===== src/inc/dbg_cmd_pkg.sv =====
// package: constants and carriers of the debug serial command engine
// Notes on behaviour
// - addresses always two extension words, 32 bits
// - word and longword addresses forced aligned
// - immediate data: one word, two for longword
// - multi-word values travel high word first
// - every exchange is one 17-bit transfer
// - command word answered by previous result/status
// - next transfer not-ready, or illegal-command response
// - low address word answered not-ready, then read
// - transfers during memory access answer not-ready
// - results follow in the next one or two transfers, two for longword and register
// - byte read result sits in low eight bits
// - bus error returns status set, data 0x0001
// - status clear when done, set otherwise
// - unassigned encodings drop the dump chain, answer illegal
// - register read returns 32 bits, needs halt
// - register write: all 32 bits, answers 0xffff
// - memory space from attribute type/modifier fields
// - memory read words 0x1900, 0x1940, 0x1980
// - write byte data low-justified, answers 0xffff
// - dump legal only after nop, read, dump
// - temporary address advances by operand size
// - dump size re-examined on every dump
// - op 15:10, direction bit 8, size 7:6
// - dump words 0x1d00, 0x1d40, 0x1d80
// - nop word 0x0000 does nothing
package dbg_cmd_pkg;
  // ------------------------------------------------------------
  // serial frame and command fields
  // ------------------------------------------------------------
  localparam logic [4:0] FRAME_LAST = 5'h10;
  localparam int SIZE_LSB = 6;
  localparam int DIR_BIT = 8;
  localparam logic [1:0] SZ_BYTE = 2'h0;
  localparam logic [1:0] SZ_WORD = 2'h1;
  localparam logic [1:0] SZ_LONG = 2'h2;
  localparam logic [1:0] SZ_RSVD = 2'h3;
  localparam logic [15:0] CMD_NOP = 16'h0000;
  localparam logic [7:0] CMD_READ = 8'h19;
  localparam logic [7:0] CMD_WRITE = 8'h18;
  localparam logic [7:0] CMD_DUMP = 8'h1d;
  localparam logic [11:0] CMD_RREG = 12'h218;
  localparam logic [11:0] CMD_WREG = 12'h208;
  // ------------------------------------------------------------
  // register map, wishbone byte offsets
  // ------------------------------------------------------------
  localparam logic [7:0] ATTR_OFS = 8'h00;
  localparam logic [7:0] STAT_OFS = 8'h04;
  localparam int TT_LSB = 0;
  localparam int TM_LSB = 2;
  localparam logic [4:0] ATTR_RST = 5'h00;
  localparam int STAT_CHAIN_BIT = 9;
  localparam int STAT_BUSY_BIT = 10;
  localparam int STAT_HALT_BIT = 11;
  // ------------------------------------------------------------
  // carriers
  // ------------------------------------------------------------
  typedef struct packed {
    logic s;
    logic [15:0] data;
  } resp_s;
  localparam resp_s RSP_NOT_READY = '{s: 1'b1, data: 16'h0000};
  localparam resp_s RSP_ILLEGAL = '{s: 1'b1, data: 16'hffff};
  localparam resp_s RSP_BUSERR = '{s: 1'b1, data: 16'h0001};
  localparam resp_s RSP_DONE = '{s: 1'b0, data: 16'hffff};
  typedef struct packed {
    logic req;
    logic we;
    logic [1:0] size;
    logic [1:0] tt;
    logic [2:0] tm;
    logic [31:0] addr;
    logic [31:0] wdata;
  } mem_req_s;
  typedef struct packed {
    logic req;
    logic we;
    logic [3:0] sel;
    logic [31:0] wdata;
  } reg_req_s;
  typedef enum logic [8:0] {
    ST_IDLE = 9'h001,
    ST_ADDR_HI = 9'h002,
    ST_ADDR_LO = 9'h004,
    ST_DATA_HI = 9'h008,
    ST_DATA_LO = 9'h010,
    ST_WAIT = 9'h020,
    ST_MEM = 9'h040,
    ST_REG = 9'h080,
    ST_RES_LO = 9'h100
  } state_e;
  typedef struct packed {
    state_e st;
    resp_s rsp;
    logic [15:0] cmd;
    logic [31:0] addr;
    logic [31:0] tmp_addr;
    logic [31:0] data;
    logic [15:0] res_lo;
    logic chain;
    mem_req_s mem;
    reg_req_s rg;
    logic [4:0] attr;
    logic wb_ack;
    logic [31:0] wb_dat;
  } eng_s;
  localparam eng_s ENG_RST = '{st: ST_IDLE, rsp: RSP_DONE,
                               attr: ATTR_RST, default: '0};
  typedef struct packed {
    logic clk_s1;
    logic clk_s2;
    logic clk_s3;
    logic dat_s1;
    logic dat_s2;
    logic [4:0] cnt;
    logic [16:0] rx;
    logic [16:0] tx;
    logic done;
  } link_s;
  localparam link_s LINK_RST = '0;
endpackage


===== src/design/serial_shifter.sv =====
// serial shifter: 17-bit exchange sampled on the processor clock
`timescale 1ns/1ps
module serial_shifter (
  input wire logic clk_i,
  input wire logic rst_i,
  input wire logic dsclk_i,
  input wire logic dsi_i,
  input wire dbg_cmd_pkg::resp_s rsp_i,
  output logic dso_o,
  output logic frame_valid_o,
  output dbg_cmd_pkg::resp_s frame_o
);
  dbg_cmd_pkg::link_s lk_reg;
  dbg_cmd_pkg::link_s lk_next;

  // ------------------------------------------------------------
  // shift logic
  // ------------------------------------------------------------
  always_comb begin
    lk_next = lk_reg;
    lk_next.clk_s1 = dsclk_i;
    lk_next.clk_s2 = lk_reg.clk_s1;
    lk_next.clk_s3 = lk_reg.clk_s2;
    lk_next.dat_s1 = dsi_i;
    lk_next.dat_s2 = lk_reg.dat_s1;
    lk_next.done = 1'b0;
    // the answer tracks the engine until the first edge of a frame
    if (lk_reg.cnt == 5'h00) begin
      lk_next.tx = rsp_i;
    end
    if (lk_reg.clk_s2 && !lk_reg.clk_s3) begin
      lk_next.rx = {lk_reg.rx[15:0], lk_reg.dat_s2};
      lk_next.tx = {lk_reg.tx[15:0], 1'b0};
      if (lk_reg.cnt == dbg_cmd_pkg::FRAME_LAST) begin
        lk_next.cnt = 5'h00;
        lk_next.done = 1'b1;
      end else begin
        lk_next.cnt = lk_reg.cnt + 5'h01;
      end
    end
  end

  always_ff @(posedge clk_i) begin
    if (rst_i) begin
      lk_reg <= dbg_cmd_pkg::LINK_RST;
    end else begin
      lk_reg <= lk_next;
    end
  end

  assign dso_o = lk_reg.tx[16];
  assign frame_valid_o = lk_reg.done;
  assign frame_o = dbg_cmd_pkg::resp_s'(lk_reg.rx);
endmodule


===== src/design/debug_serial_command_engine.sv =====
// debug command engine: decode, memory and register access, wishbone
`timescale 1ns/1ps
module debug_serial_command_engine (
  input wire logic clk_i,
  input wire logic rst_i,
  input wire logic wb_cyc_i,
  input wire logic wb_stb_i,
  input wire logic wb_we_i,
  input wire logic [7:0] wb_adr_i,
  input wire logic [3:0] wb_sel_i,
  input wire logic [31:0] wb_dat_i,
  output logic [31:0] wb_dat_o,
  output logic wb_ack_o,
  input wire logic dsclk_i,
  input wire logic dsi_i,
  output logic dso_o,
  input wire logic cpu_halted_i,
  output dbg_cmd_pkg::mem_req_s mem_o,
  input wire logic [31:0] mem_rdata_i,
  input wire logic mem_ack_i,
  input wire logic mem_err_i,
  output dbg_cmd_pkg::reg_req_s reg_o,
  input wire logic [31:0] reg_rdata_i,
  input wire logic reg_ack_i
);
  dbg_cmd_pkg::eng_s st_reg;
  dbg_cmd_pkg::eng_s st_next;
  logic fv;
  dbg_cmd_pkg::resp_s frm;
  logic [15:0] w;
  logic [1:0] wsz;
  logic mem_ok;
  logic is_nop;
  logic is_rd;
  logic is_wr;
  logic is_dmp;
  logic is_rreg;
  logic is_wreg;
  logic illegal;
  logic cmd_long;

  // ------------------------------------------------------------
  // serial link
  // ------------------------------------------------------------
  serial_shifter u_link (
    .clk_i(clk_i),
    .rst_i(rst_i),
    .dsclk_i(dsclk_i),
    .dsi_i(dsi_i),
    .rsp_i(st_reg.rsp),
    .dso_o(dso_o),
    .frame_valid_o(fv),
    .frame_o(frm)
  );

  // ------------------------------------------------------------
  // command decode
  // ------------------------------------------------------------
  assign w = frm.data;
  assign wsz = w[dbg_cmd_pkg::SIZE_LSB +: 2];
  assign mem_ok = (w[5:0] == 6'h00) && (wsz != dbg_cmd_pkg::SZ_RSVD);
  assign is_nop = (w == dbg_cmd_pkg::CMD_NOP);
  assign is_rd = (w[15:8] == dbg_cmd_pkg::CMD_READ) && mem_ok;
  assign is_wr = (w[15:8] == dbg_cmd_pkg::CMD_WRITE) && mem_ok;
  assign is_dmp = (w[15:8] == dbg_cmd_pkg::CMD_DUMP) && mem_ok;
  assign is_rreg = (w[15:4] == dbg_cmd_pkg::CMD_RREG);
  assign is_wreg = (w[15:4] == dbg_cmd_pkg::CMD_WREG);
  // a dump with no preceding read is as illegal as an unknown word
  assign illegal = !(is_nop || is_rd || is_wr || is_rreg || is_wreg ||
                     (is_dmp && st_reg.chain));
  assign cmd_long = (st_reg.cmd[dbg_cmd_pkg::SIZE_LSB +: 2] ==
                     dbg_cmd_pkg::SZ_LONG);

  // force low address bits to zero for the operand size
  function automatic logic [31:0] align(input logic [31:0] a,
                                        input logic [1:0] sz);
    logic [31:0] r;
    r = a;
    if (sz == dbg_cmd_pkg::SZ_WORD) begin
      r[0] = 1'b0;
    end else if (sz == dbg_cmd_pkg::SZ_LONG) begin
      r[1:0] = 2'h0;
    end
    return r;
  endfunction

  function automatic logic [31:0] step(input logic [1:0] sz);
    logic [31:0] r;
    r = 32'h0000_0001;
    if (sz == dbg_cmd_pkg::SZ_WORD) begin
      r = 32'h0000_0002;
    end else if (sz == dbg_cmd_pkg::SZ_LONG) begin
      r = 32'h0000_0004;
    end
    return r;
  endfunction

  // ------------------------------------------------------------
  // engine and register file
  // ------------------------------------------------------------
  always_comb begin
    st_next = st_reg;
    // wishbone: every access acked one cycle after the strobe
    st_next.wb_ack = 1'b0;
    if (wb_cyc_i && wb_stb_i && !st_reg.wb_ack) begin
      st_next.wb_ack = 1'b1;
      st_next.wb_dat = 32'h0000_0000;
      if (wb_adr_i == dbg_cmd_pkg::ATTR_OFS) begin
        st_next.wb_dat[4:0] = st_reg.attr;
        if (wb_we_i && wb_sel_i[0]) begin
          st_next.attr = wb_dat_i[4:0];
        end
      end else if (wb_adr_i == dbg_cmd_pkg::STAT_OFS) begin
        st_next.wb_dat[8:0] = st_reg.st;
        st_next.wb_dat[dbg_cmd_pkg::STAT_CHAIN_BIT] = st_reg.chain;
        st_next.wb_dat[dbg_cmd_pkg::STAT_BUSY_BIT] =
          st_reg.mem.req || st_reg.rg.req;
        st_next.wb_dat[dbg_cmd_pkg::STAT_HALT_BIT] = cpu_halted_i;
      end
    end
    unique case (st_reg.st)
      dbg_cmd_pkg::ST_IDLE: begin
        if (fv) begin
          st_next.cmd = w;
          st_next.rsp = dbg_cmd_pkg::RSP_NOT_READY;
          if (illegal) begin
            st_next.rsp = dbg_cmd_pkg::RSP_ILLEGAL;
            st_next.chain = 1'b0;
          end else if (is_nop) begin
            // padding keeps the dump address intact
            st_next.rsp = dbg_cmd_pkg::RSP_DONE;
          end else if (is_dmp) begin
            st_next.addr = st_reg.tmp_addr;
            st_next.st = dbg_cmd_pkg::ST_WAIT;
          end else if (is_rd || is_wr) begin
            st_next.chain = 1'b0;
            st_next.st = dbg_cmd_pkg::ST_ADDR_HI;
          end else if (is_rreg) begin
            st_next.chain = 1'b0;
            st_next.st = dbg_cmd_pkg::ST_WAIT;
          end else begin
            st_next.chain = 1'b0;
            st_next.st = dbg_cmd_pkg::ST_DATA_HI;
          end
        end
      end
      dbg_cmd_pkg::ST_ADDR_HI: begin
        if (fv) begin
          st_next.addr[31:16] = w;
          st_next.st = dbg_cmd_pkg::ST_ADDR_LO;
        end
      end
      dbg_cmd_pkg::ST_ADDR_LO: begin
        if (fv) begin
          st_next.addr[15:0] = w;
          if (st_reg.cmd[dbg_cmd_pkg::DIR_BIT]) begin
            st_next.mem.req = 1'b1;
            st_next.st = dbg_cmd_pkg::ST_MEM;
          end else if (cmd_long) begin
            st_next.st = dbg_cmd_pkg::ST_DATA_HI;
          end else begin
            st_next.st = dbg_cmd_pkg::ST_DATA_LO;
          end
        end
      end
      dbg_cmd_pkg::ST_DATA_HI: begin
        if (fv) begin
          st_next.data[31:16] = w;
          st_next.st = dbg_cmd_pkg::ST_DATA_LO;
        end
      end
      dbg_cmd_pkg::ST_DATA_LO: begin
        if (fv) begin
          // byte data arrives low-justified and is passed as is
          st_next.data[15:0] = w;
          if (st_reg.cmd[15:4] == dbg_cmd_pkg::CMD_WREG) begin
            st_next.st = dbg_cmd_pkg::ST_REG;
            st_next.rg.req = cpu_halted_i;
            if (!cpu_halted_i) begin
              st_next.rsp = dbg_cmd_pkg::RSP_BUSERR;
              st_next.st = dbg_cmd_pkg::ST_IDLE;
            end
          end else begin
            st_next.mem.req = 1'b1;
            st_next.st = dbg_cmd_pkg::ST_MEM;
          end
        end
      end
      dbg_cmd_pkg::ST_WAIT: begin
        // one not-ready transfer separates command and access
        if (fv) begin
          if (st_reg.cmd[15:4] == dbg_cmd_pkg::CMD_RREG) begin
            st_next.st = dbg_cmd_pkg::ST_REG;
            st_next.rg.req = cpu_halted_i;
            if (!cpu_halted_i) begin
              st_next.rsp = dbg_cmd_pkg::RSP_BUSERR;
              st_next.st = dbg_cmd_pkg::ST_IDLE;
            end
          end else begin
            st_next.mem.req = 1'b1;
            st_next.st = dbg_cmd_pkg::ST_MEM;
          end
        end
      end
      dbg_cmd_pkg::ST_MEM: begin
        // frames arriving now were answered not-ready and are dropped
        if (mem_err_i) begin
          st_next.mem.req = 1'b0;
          st_next.chain = 1'b0;
          st_next.rsp = dbg_cmd_pkg::RSP_BUSERR;
          st_next.st = dbg_cmd_pkg::ST_IDLE;
        end else if (mem_ack_i) begin
          st_next.mem.req = 1'b0;
          st_next.st = dbg_cmd_pkg::ST_IDLE;
          if (st_reg.mem.we) begin
            st_next.rsp = dbg_cmd_pkg::RSP_DONE;
          end else begin
            st_next.chain = 1'b1;
            st_next.tmp_addr = st_reg.mem.addr +
                               step(st_reg.mem.size);
            // a byte lands in the low eight bits
            st_next.rsp = '{s: 1'b0, data: mem_rdata_i[15:0]};
            if (st_reg.mem.size == dbg_cmd_pkg::SZ_LONG) begin
              st_next.rsp = '{s: 1'b0, data: mem_rdata_i[31:16]};
              st_next.res_lo = mem_rdata_i[15:0];
              st_next.st = dbg_cmd_pkg::ST_RES_LO;
            end
          end
        end
      end
      dbg_cmd_pkg::ST_REG: begin
        if (reg_ack_i) begin
          st_next.rg.req = 1'b0;
          st_next.st = dbg_cmd_pkg::ST_IDLE;
          st_next.rsp = dbg_cmd_pkg::RSP_DONE;
          if (!st_reg.rg.we) begin
            st_next.rsp = '{s: 1'b0, data: reg_rdata_i[31:16]};
            st_next.res_lo = reg_rdata_i[15:0];
            st_next.st = dbg_cmd_pkg::ST_RES_LO;
          end
        end
      end
      dbg_cmd_pkg::ST_RES_LO: begin
        if (fv) begin
          st_next.rsp = '{s: 1'b0, data: st_reg.res_lo};
          st_next.st = dbg_cmd_pkg::ST_IDLE;
        end
      end
      default: begin
        st_next.st = dbg_cmd_pkg::ST_IDLE;
      end
    endcase
    // request fields follow the command while no access is running
    if (!st_reg.mem.req) begin
      st_next.mem.we = !st_reg.cmd[dbg_cmd_pkg::DIR_BIT];
      st_next.mem.size = st_reg.cmd[dbg_cmd_pkg::SIZE_LSB +: 2];
      st_next.mem.addr = align(st_next.addr, st_next.mem.size);
      st_next.mem.wdata = st_next.data;
      st_next.mem.tt = st_reg.attr[dbg_cmd_pkg::TT_LSB +: 2];
      st_next.mem.tm = st_reg.attr[dbg_cmd_pkg::TM_LSB +: 3];
    end
    if (!st_reg.rg.req) begin
      st_next.rg.we = !st_reg.cmd[dbg_cmd_pkg::DIR_BIT];
      st_next.rg.sel = st_reg.cmd[3:0];
      st_next.rg.wdata = st_next.data;
    end
  end

  always_ff @(posedge clk_i) begin
    if (rst_i) begin
      st_reg <= dbg_cmd_pkg::ENG_RST;
    end else begin
      st_reg <= st_next;
    end
  end

  assign wb_ack_o = st_reg.wb_ack;
  assign wb_dat_o = st_reg.wb_dat;
  assign mem_o = st_reg.mem;
  assign reg_o = st_reg.rg;

  logic idle_frame;
  assign idle_frame = fv && (st_reg.st == dbg_cmd_pkg::ST_IDLE);
endmodule


===== config.mk =====
export PLATFORM = sky130hd
export DESIGN_NAME = debug_serial_command_engine
export DESIGN_NICKNAME = d
export VERILOG_FILES = /design/src/inc/dbg_cmd_pkg.sv /design/src/design/serial_shifter.sv /design/src/design/debug_serial_command_engine.sv
export SDC_FILE = /design/constraint.sdc
export NUM_CORES = 1
export LEC_CHECK = 0
export BUFFER_PORTS_ARGS = -buffer_cell sky130_fd_sc_hd__buf_2
export CORE_MARGIN = 1.5
export CORE_UTILIZATION = 29
export CTS_CLUSTER_SIZE = 28
export DETAILED_ROUTE_END_ITERATION = 10
export HOLD_SLACK_MARGIN = 0.1
export SLEW_MARGIN = 20
export SYNTH_ARGS = -nofsm -noshare
export SYNTH_HDL_FRONTEND = slang
export SYNTH_SLANG_ARGS = --single-unit

===== constraint.sdc =====
create_clock -name clk_i -period 2.3 [get_ports clk_i]
set_input_delay 0.69 -clock clk_i [delete_from_list [all_inputs] [get_ports clk_i]]
set_output_delay 0.69 -clock clk_i [all_outputs]
set_load 0.02 [all_outputs]

=== Yosys cells after proc, flatten, opt, wreduce, memory -nomap -nowiden ===
Index checks and enable logic that the tools add are counted.
W data, S select, Z words.

* Add/sub/neg operators: 2
* Equality and inequality tests: 47
* Muxes and demuxes: 84
* Bitwise logic cells: 3
* Reduce and logical (&&, ||, !) cells: 40

{| class="wikitable"
|+ Operators by type and width
! operator !! count
|-
| $mux W32 || 7
|-
| $mux W26 || 8
|-
| $mux W16 || 10
|-
| $mux W17 || 7
|-
| $pmux W17 S6 || 1
|-
| $pmux W16 S2 || 3
|-
| $pmux W9 S9 || 1
|-
| $mux W74 || 1
|-
| $mux W9 || 8
|-
| $eq A12 B10 Y1 const B || 4
|-
| $mux W18 || 2
|-
| $mux W33 || 1
|-
| $add A32 B32 Y32 || 1
|-
| $ne A2 B2 Y1 const B || 14
|-
| $mux W25 || 1
|-
| $eq A8 B5 Y1 const B || 3
|-
| $mux W1 || 18
|-
| $logic_not A16 Y1 || 1
|-
| $mux W8 || 2
|-
| $mux W5 || 3
|-
| $mux W7 || 2
|-
| $ne A2 B1 Y1 const B || 7
|-
| $mux W12 || 1
|-
| $ne A3 B3 Y1 const B || 4
|-
| 40 further kinds || 66
|}

* Register bits after elaboration: 328
* Input bits: 119
* Output and inout port bits: 145
* Logic and storage cells: 209

=== Logic depth before layout (Yosys ltp) ===
Gate-level depths: netlist of run 1.

* Depth in word-level cells: 13
* Depth in mapped cells: 12

=== Hierarchy ===
From an unflattened synthesis of run 1, not the netlist that was laid out.

* Cell total of the unflattened synthesis: 1773
* Area total of the unflattened synthesis: 15315.9 sq um

{| class="wikitable"
|+ Modules (own cells, without submodules)
! module !! times used !! cells each !! area each (sq um) !! seq. area each (sq um)
|-
| debug_serial_command_engine || 1 || 1542 || 13366.6 || 5685.5
|-
| serial_shifter || 1 || 231 || 1949.4 || 900.9
|}

=== Worst setup path before layout of run 1 ===
OpenSTA, ideal clock, no wires.

* Path type: register -> register
* From: reg st_reg, in the netlist mem_o[69]
* To: reg st_reg[228] (netlist name)
* Data arrival time: 2.366 ns
* Required time: 2.214 ns
* Path slack: -0.151 ns
* Stages on the path, launching flop included: 13
* Path buffers: 0
* Period minus slack after synthesis: 2.451 ns
* Path through: dfxtp_1 > inv_1 > ha_1 > ha_1 > inv_1 > fa_1 > nor2b_1 > o21ba_2 > and2_1 > nand3_1 > nor3_1 > xnor2_1 > a211oi_1

* Word-level cells in the longest chain between the ends: 8
* Elaborated cells on any way between the ends: 9

{| class="wikitable"
|+ RTL lines
! element !! line !! text
|-
| from (decl) || debug_serial_command_engine.sv:26 || <nowiki>dbg_cmd_pkg::eng_s st_reg;</nowiki>
|-
| from (signal assigned) || debug_serial_command_engine.sv:271 || <nowiki>st_reg <= dbg_cmd_pkg::ENG_RST;</nowiki>
|-
| from (signal assigned) || debug_serial_command_engine.sv:273 || <nowiki>st_reg <= st_next;</nowiki>
|-
| $eq A2 B2 Y1 || debug_serial_command_engine.sv:92 || <nowiki>end else if (sz == dbg_cmd_pkg::SZ_LONG) begin</nowiki>
|-
| $mux W3 || debug_serial_command_engine.sv:92 ||
|-
| $mux W3 * || debug_serial_command_engine.sv:90 || <nowiki>if (sz == dbg_cmd_pkg::SZ_WORD) begin</nowiki>
|-
| $mux W32 * || debug_serial_command_engine.sv:215 || <nowiki>if (st_reg.mem.we) begin</nowiki>
|-
| $mux W32 * || debug_serial_command_engine.sv:212 || <nowiki>end else if (mem_ack_i) begin</nowiki>
|-
| $mux W32 * || debug_serial_command_engine.sv:207 || <nowiki>if (mem_err_i) begin</nowiki>
|-
| $mux W32 * || debug_serial_command_engine.sv:121 || <nowiki>unique case (st_reg.st)</nowiki>
|-
| $add A32 B32 Y32 * || debug_serial_command_engine.sv:219 || <nowiki>st_next.tmp_addr = st_reg.mem.addr +</nowiki>
|}

Mark *: on every way between the ends. The rest lies on a longest branch, timed or not. The select of a mux whose other input is x is not followed.
A chain may end at the register's enable or synchronous reset.

=== Final worst setup path of run 1 ===
* From: reg st_reg[273] (netlist name)
* To: reg st_reg[294] (netlist name)

* Word-level cells in the longest chain between the ends: 3
* Elaborated cells on any way between the ends: 5

{| class="wikitable"
|+ RTL lines
! element !! line
|-
| $eq A12 B10 Y1, on equally long branches || debug_serial_command_engine.sv:192, debug_serial_command_engine.sv:176
|-
| $ne A2 B2 Y1 (no source line) || -
|-
| $reduce_and A9 Y1 (no source line) * || -
|}

Mark *: on every way between the ends. The rest lies on a longest branch, timed or not.

==> flow_summary.json, run 1 <==
{
  "reg2reg_to": "st_reg[294]",
  "firstDrtPassIters": 5,
  "cts_tree": "built",
  "start_kind": "flip-flop",
  "ys_seq_area_share_pct": 43.0,
  "power_frac_comb_pct": 3.3,
  "hp-start": "dsclk_i",
  "drc": 0,
  "synth_warnings": 0,
  "finalCritPeriodShare_pct": 114,
  "place.gp.congestion": 0.871,
  "synthTopCellsByArea": "dfxtp_1 (43%), nor2_1 (10%), buf_4 (7.1%)",
  "cts_made_buffers": 38,
  "synth_area_leader_cell": "dfxtp_1",
  "die_y_um": 233,
  "power.share.clock_pct": 51.3,
  "avgSynthCellArea_um2": 8.22,
  "hold_buffers": 0,
  "violations": "setup timing",
  "diodes": 0,
  "initial_core_util_pct": 29.5,
  "grt_pass1_vias": 12600,
  "async_flop_share_pct": 0,
  "synth_ff_type": "dfxtp_1",
  "io_buffers": 213,
  "maxCapViolCount": 0,
  "cp-end-kind": "flip-flop",
  "whs_path_depth": 2,
  "critical_path_class": "reg -> reg",
  "netlist_area_um2": 15300,
  "synth_cell_types": 71,
  "min_period_ns": 2.63,
  "p_sw_w": 0.00278,
  "htree_levels": 2,
  "layout-drive-gt1-share_pct": 30.8,
  "rr_worst_depth": 9,
  "drt.antenna.violating_nets": 0,
  "die_x_um": 233,
  "pin_count": 264,
  "synth-edff-count": 0,
  "crit_arrival_ns": 3.05,
  "worstSkewPairLatency_ns": 0.56,
  "worstReg2RegStart": "st_reg[273]",
  "dp_hpwl_um": 31200,
  "relSlewSlack_pct": 49.7,
  "tightest_slew_ns": 0.754,
  "cp_max_fo": 8,
  "cts_root_buf": "clkbuf_16",
  "hold_class": "in -> reg",
  "cts_buffer_depth": 3,
  "placed_cell_area_um2": 16900,
  "rsz0062_at_grt": "yes",
  "status": "complete, but fails checks",
  "routed_wl_um": 46500,
  "ir_drop_v": 0.000409,
  "design.final.nets": 2130,
  "r2r_setup_slack_ns": -0.33,
  "seqPwrFrac_pct": 45.4,
  "grt_antenna_before_repair": 1,
  "synthCells": 1858,
  "viasPerCell": 4.96,
  "grt_max_degree": 133,
  "largest_register_ffs": 160,
  "synth.ff_latch_count": 328,
  "p_int_w": 0.00983,
  "hold_viol_final": 0,
  "grt_overflow_total": 0,
  "hold_end": "u_link.lk_next[43]",
  "crit_required_ns": 2.72,
  "grt_pass1_wl_um": 70000,
  "p_per_area_nw_per_um2": 649,
  "design_area_um2": 19400,
  "cellLeakagePower_nw": 8.18,
  "fin_util_pct": 37.6,
  "synth_common_cells": "nor2_1 (408), dfxtp_1 (328), buf_4 (145)",
  "clk_pin_slew_ns": 0.06,
  "drtIter0Drc": 981,
  "fin_skew_ns": 0.0133,
  "coreArea_um2": 51700,
  "clock.fmax_mhz": 381,
  "swShare_pct": 22.1,
  "numClockSinks": 328,
  "syn_to_final_growth_pct": 27.2,
  "yosys.area.top_type_share_pct": 43.0,
  "setup_ws_ns": -0.328,
  "setup_viol": 24,
  "crit_start": "st_reg[273]",
  "vias": 13500,
  "drv_slew": 0,
  "die_area_um2": 54100,
  "wl_per_cell_um": 17.1,
  "rows": 83,
  "grt.total_usage_pct": 16.3,
  "synth_most_common_cell": "nor2_1"
}
## cell families after synthesis
| group | after synthesis | synth area share [%] |
|---|---|---|
| fa+ha+maj | 8 | 0.704 |
| buf+inv | 309 | 11.4 |
| mux | 92 | 6.07 |
| flops | 328 | 43.0 |
| compound gates | 382 | 16.9 |
| other cells | 1 | 0.0245 |
| simple gates | 705 | 20.0 |
| xor+xnor | 33 | 1.89 |
## layout by cell type (no fill, tap or decap), types with 32 or more instances in the layout
| master | netlist | routed |
|---|---|---|
| buf_2 | 16 | 212 |
| nor2b_1 | 35 | 32 |
| a21oi_1 | 141 | 124 |
| a211oi_2 | 0 | 36 |
| nand2_1 | 135 | 131 |
| a211oi_1 | 119 | 83 |
| buf_4 | 145 | 131 |
| clkbuf_16 | 0 | 44 |
| mux2i_1 | 87 | 75 |
| dfxtp_1 | 328 | 319 |
| nor2_1 | 408 | 392 |
## through the flow
step                setup TNS, ns  cells  hold slack (ns)  total power (W)  worst slack (ns)
floorplan                   -1.38   1877            0.414          0.00612           -0.0842
global placement            -7.01   2621            0.433          0.00626            -0.293
detailed placement          -7.08   2621            0.432          0.00626            -0.307
CTS                         -5.45   2698            0.347           0.0128            -0.342
global route                -9.50   2713            0.349           0.0131            -0.412
finish                      -5.45   2713            0.369           0.0126            -0.328
## worst max path at each step
| stage | to | slack [ns] | cells after the start |
|---|---|---|---|
| 3_5_place_dp | st_reg[294] | -0.31 | 8 |
| 3_3_place_gp | st_reg[294] | -0.29 | 8 |
| 6_report | st_reg[294] | -0.33 | 9 |
| 4_1_cts | st_reg[285] | -0.34 | 9 |
| 2_1_floorplan | st_reg[289] | -0.08 | 8 |
| 5_1_grt | st_reg[292] | -0.41 | 10 |
## what timing repair did
action,CTS,global route
endpoints found under the setup margin,106,171
buffers inserted,6,9
resized for setup,32,166
gates cloned,1,6
pin swaps,20,79
## metal layers
| metal | global-route usage [%] | vias up | share of wire (%) |
|---|---|---|---|
| li1 | - | 6518 | - |
| met5 | 0 | - | 0 |
| met2 | 26.3 | 407 | 46 |
| met1 | 21.5 | 6470 | 45 |
| met3 | 3.91 | 69 | 7.2 |
| met4 | 5.08 | 0 | 2.1 |
## power by group through the flow
| stage | Combinational, W | Sequential [W] | Clock (W) |
|---|---|---|---|
| after floorplan | 0.000267 | 0.00585 | 0 |
| after global placement | 0.000400 | 0.00586 | 0 |
| after detailed placement | 0.000407 | 0.00586 | 0 |
| after CTS | 0.000410 | 0.00573 | 0.00665 |
| after global routing | 0.000453 | 0.00573 | 0.00689 |
| final | 0.000417 | 0.00573 | 0.00646 |
## layout make-up
class                      count  area, µm²
clock buffer                  50       1070
multi-input combinational   1240       7910
fill                        5194      32300
tap                          680        851
timing repair buffer         376       2670
inverter                      19       71.3
clock inverter                20        283
sequential                   328       6580
## critical path, cell delays in order (launching register included)
cell and delay, ns:
dfxtp_1 0.31, or4b_1 0.52, or4_4 0.54, o311ai_4 0.29, nand2_2 0.12, nor4_4 0.13, buf_4 0.19, buf_12 0.14
mux2i_1 0.19, nor2_1 0.05
No activity file was read; power rests on OpenSTA's default activity.
==> run 2: changes to the inputs <==
--- a/config.mk
+++ b/config.mk
@@ -5,12 +5,14 @@
 export SDC_FILE = /design/constraint.sdc
 export NUM_CORES = 1
 export LEC_CHECK = 0
+export ABC_CLOCK_PERIOD_IN_PS = 2300
 export BUFFER_PORTS_ARGS = -buffer_cell sky130_fd_sc_hd__buf_2
 export CORE_MARGIN = 1.5
-export CORE_UTILIZATION = 29
+export CORE_UTILIZATION = 50
 export CTS_CLUSTER_SIZE = 28
 export DETAILED_ROUTE_END_ITERATION = 10
 export HOLD_SLACK_MARGIN = 0.1
+export PLACE_DENSITY = 0.75
 export SLEW_MARGIN = 20
 export SYNTH_ARGS = -nofsm -noshare
 export SYNTH_HDL_FRONTEND = slang
==> run 2 against run 1 <==
Compared with the run above: the run still ends with setup timing left; sequential power barely moved; total power fell by 8.5%; die area fell by 42%; via count decreased by 2.0%; wire length decreased by 13%; first-iteration DRC count down 0.82%; sequential cell count stayed put; design area down 6.5%; clock skew up 0.0073 ns; sequential share of layout area up 2.4 points; hold slack improved by 0.019 ns; count of clock-buffer cells in the layout up 4; largest cell class unchanged; largest power group is now sequential cells; highest routed layer unchanged.
==> flow_summary.json, run 2 (synthesis results as in run 1) <==
{
  "grt_pass1_vias": 12200,
  "viasPerCell": 5.52,
  "grt_max_degree": 160,
  "cp_max_fo": 5,
  "design.final.nets": 2105,
  "min_period_ns": 2.49,
  "drv_slew": 0,
  "ir_drop_v": 0.000410,
  "hp-start": "dsi_i",
  "hold_class": "in -> reg",
  "cellLeakagePower_nw": 7.81,
  "grt.total_usage_pct": 24.9,
  "whs_ns": 0.388,
  "rows": 63,
  "worstSkewPairLatency_ns": 0.52,
  "p_per_area_nw_per_um2": 635,
  "crit_required_ns": 2.69,
  "status": "complete, but fails checks",
  "htree_levels": 2,
  "grt_antenna_before_repair": 0,
  "start_kind": "flip-flop",
  "numClockSinks": 328,
  "routed_wl_um": 40600,
  "place.gp.congestion": 0.870,
  "firstDrtPassIters": 5,
  "worstReg2RegStart": "st_reg[273]",
  "initial_core_util_pct": 51.1,
  "cts_root_buf": "clkbuf_16",
  "layout-drive-gt1-share_pct": 26.4,
  "fin_util_pct": 60.8,
  "dp_hpwl_um": 26900,
  "hold_viol_final": 0,
  "drtIter0Drc": 973,
  "syn_to_final_growth_pct": 18.9,
  "die_area_um2": 31600,
  "io_buffers": 213,
  "crit_start": "st_reg[273]",
  "die_x_um": 178,
  "final_cell_mix": "nor2_1 (403), dfxtp_1 (318), buf_2 (212), a21oi_1 (133), nand2_1 (133)",
  "fin_skew_ns": 0.0206,
  "cts_made_buffers": 35,
  "num-fill-cells": 2553,
  "setup_ws_ns": -0.187,
  "maxCapViolCount": 0,
  "wl_per_cell_um": 17.0,
  "layout_commonest_cell": "nor2_1",
  "grt_overflow_total": 0,
  "tightest_slew_ns": 0.763,
  "violations": "setup timing",
  "diodes": 0,
  "rsz0062_at_grt": "yes",
  "setup_viol": 29,
  "placed_cell_area_um2": 16400,
  "pin_count": 264,
  "finalCritPeriodShare_pct": 108,
  "crit_arrival_ns": 2.87,
  "cts_tree": "built",
  "vias": 13200,
  "drc": 0,
  "clock.fmax_mhz": 402,
  "critical_path_class": "reg -> reg",
  "die_y_um": 178,
  "grt_pass1_wl_um": 63400,
  "cp-end-kind": "flip-flop",
  "clk_pin_slew_ns": 0.06,
  "design_area_um2": 18200,
  "largest_register_ffs": 160,
  "drt.antenna.violating_nets": 0,
  "relSlewSlack_pct": 49.1,
  "coreArea_um2": 29900,
  "cts_buffer_depth": 3
}
## run 2: cell types whose count changed in the layout (fill, tap and decap cells not counted), moves of 9 or more
cell      previous run  this run
buf_4              131       112
a21oi_1            124       133
a32o_1              15        28
a211oi_1            83       108
nor2_2              12         2
a21oi_4             13         1
a211oi_2            36        11
a32o_2              18         5
nor2_1             392       403
## run 2: worst paths after layout
check,slack [ns],cells past startpoint,end
min,0.39,2,u_link.lk_next[40]
max,-0.19,8,st_reg[294]
max reg2reg,-0.19,8,st_reg[294]
min reg2reg,0.44,1,u_link.lk_reg[40]
## run 2: layer usage
metal  share of wire [%]  wire length (µm)  GRT usage, %
met1                  44             18000          33.3
met2                  46             18800          40.7
met3                 6.8              2760          4.43
met4                 2.4               967          7.46
met5                   0                 0             0
## run 2: layout make-up
class	count	area (µm²)	share of cell area (%)
clock inverters	6	53.8	0.296
flip-flops and latches	328	6580	36.2
well taps	390	488	2.69
clock buffers	54	1060	5.83
inverters	19	71.3	0.393
multi-input cells	1240	7520	41.4
repair buffers	354	2390	13.2
## run 2: where the power goes
group	internal (W)	total [W]	switching (W)
logic	0.000138	0.000390	0.000252
registers	0.00571	0.00573	0.0000197
clock network	0.00318	0.00541	0.00224
total	0.00903	0.0115	0.00251
## run 2: critical path, cell delays in order, from the launching register on
cell and delay (ns):
dfxtp_2 0.32, or4b_4 0.52, or4_4 0.52, o311ai_2 0.27
nand2_1 0.13, nor4_4 0.16, buf_6 0.20, mux2i_1 0.21
nor2_1 0.05
## run 2: repair_timing
action | in CTS | in global routing
hold buffers | 0 | 0
cloned | 2 | 3
resized for setup | 26 | 95
setup endpoints to repair | 37 | 157
pin swaps | 17 | 55
buffers inserted | 6 | 10
## run 2: through the flow
stage	std cells	total power, W	TNS (ns)	setup WS (ns)
floorplan	1877	0.00612	-1.38	-0.0842
global placement	2312	0.00623	-3.27	-0.156
detailed placement	2312	0.00624	-4.67	-0.225
CTS	2380	0.0116	-3.46	-0.194
global route	2391	0.0119	-6.92	-0.288
finish	2391	0.0115	-3.89	-0.187
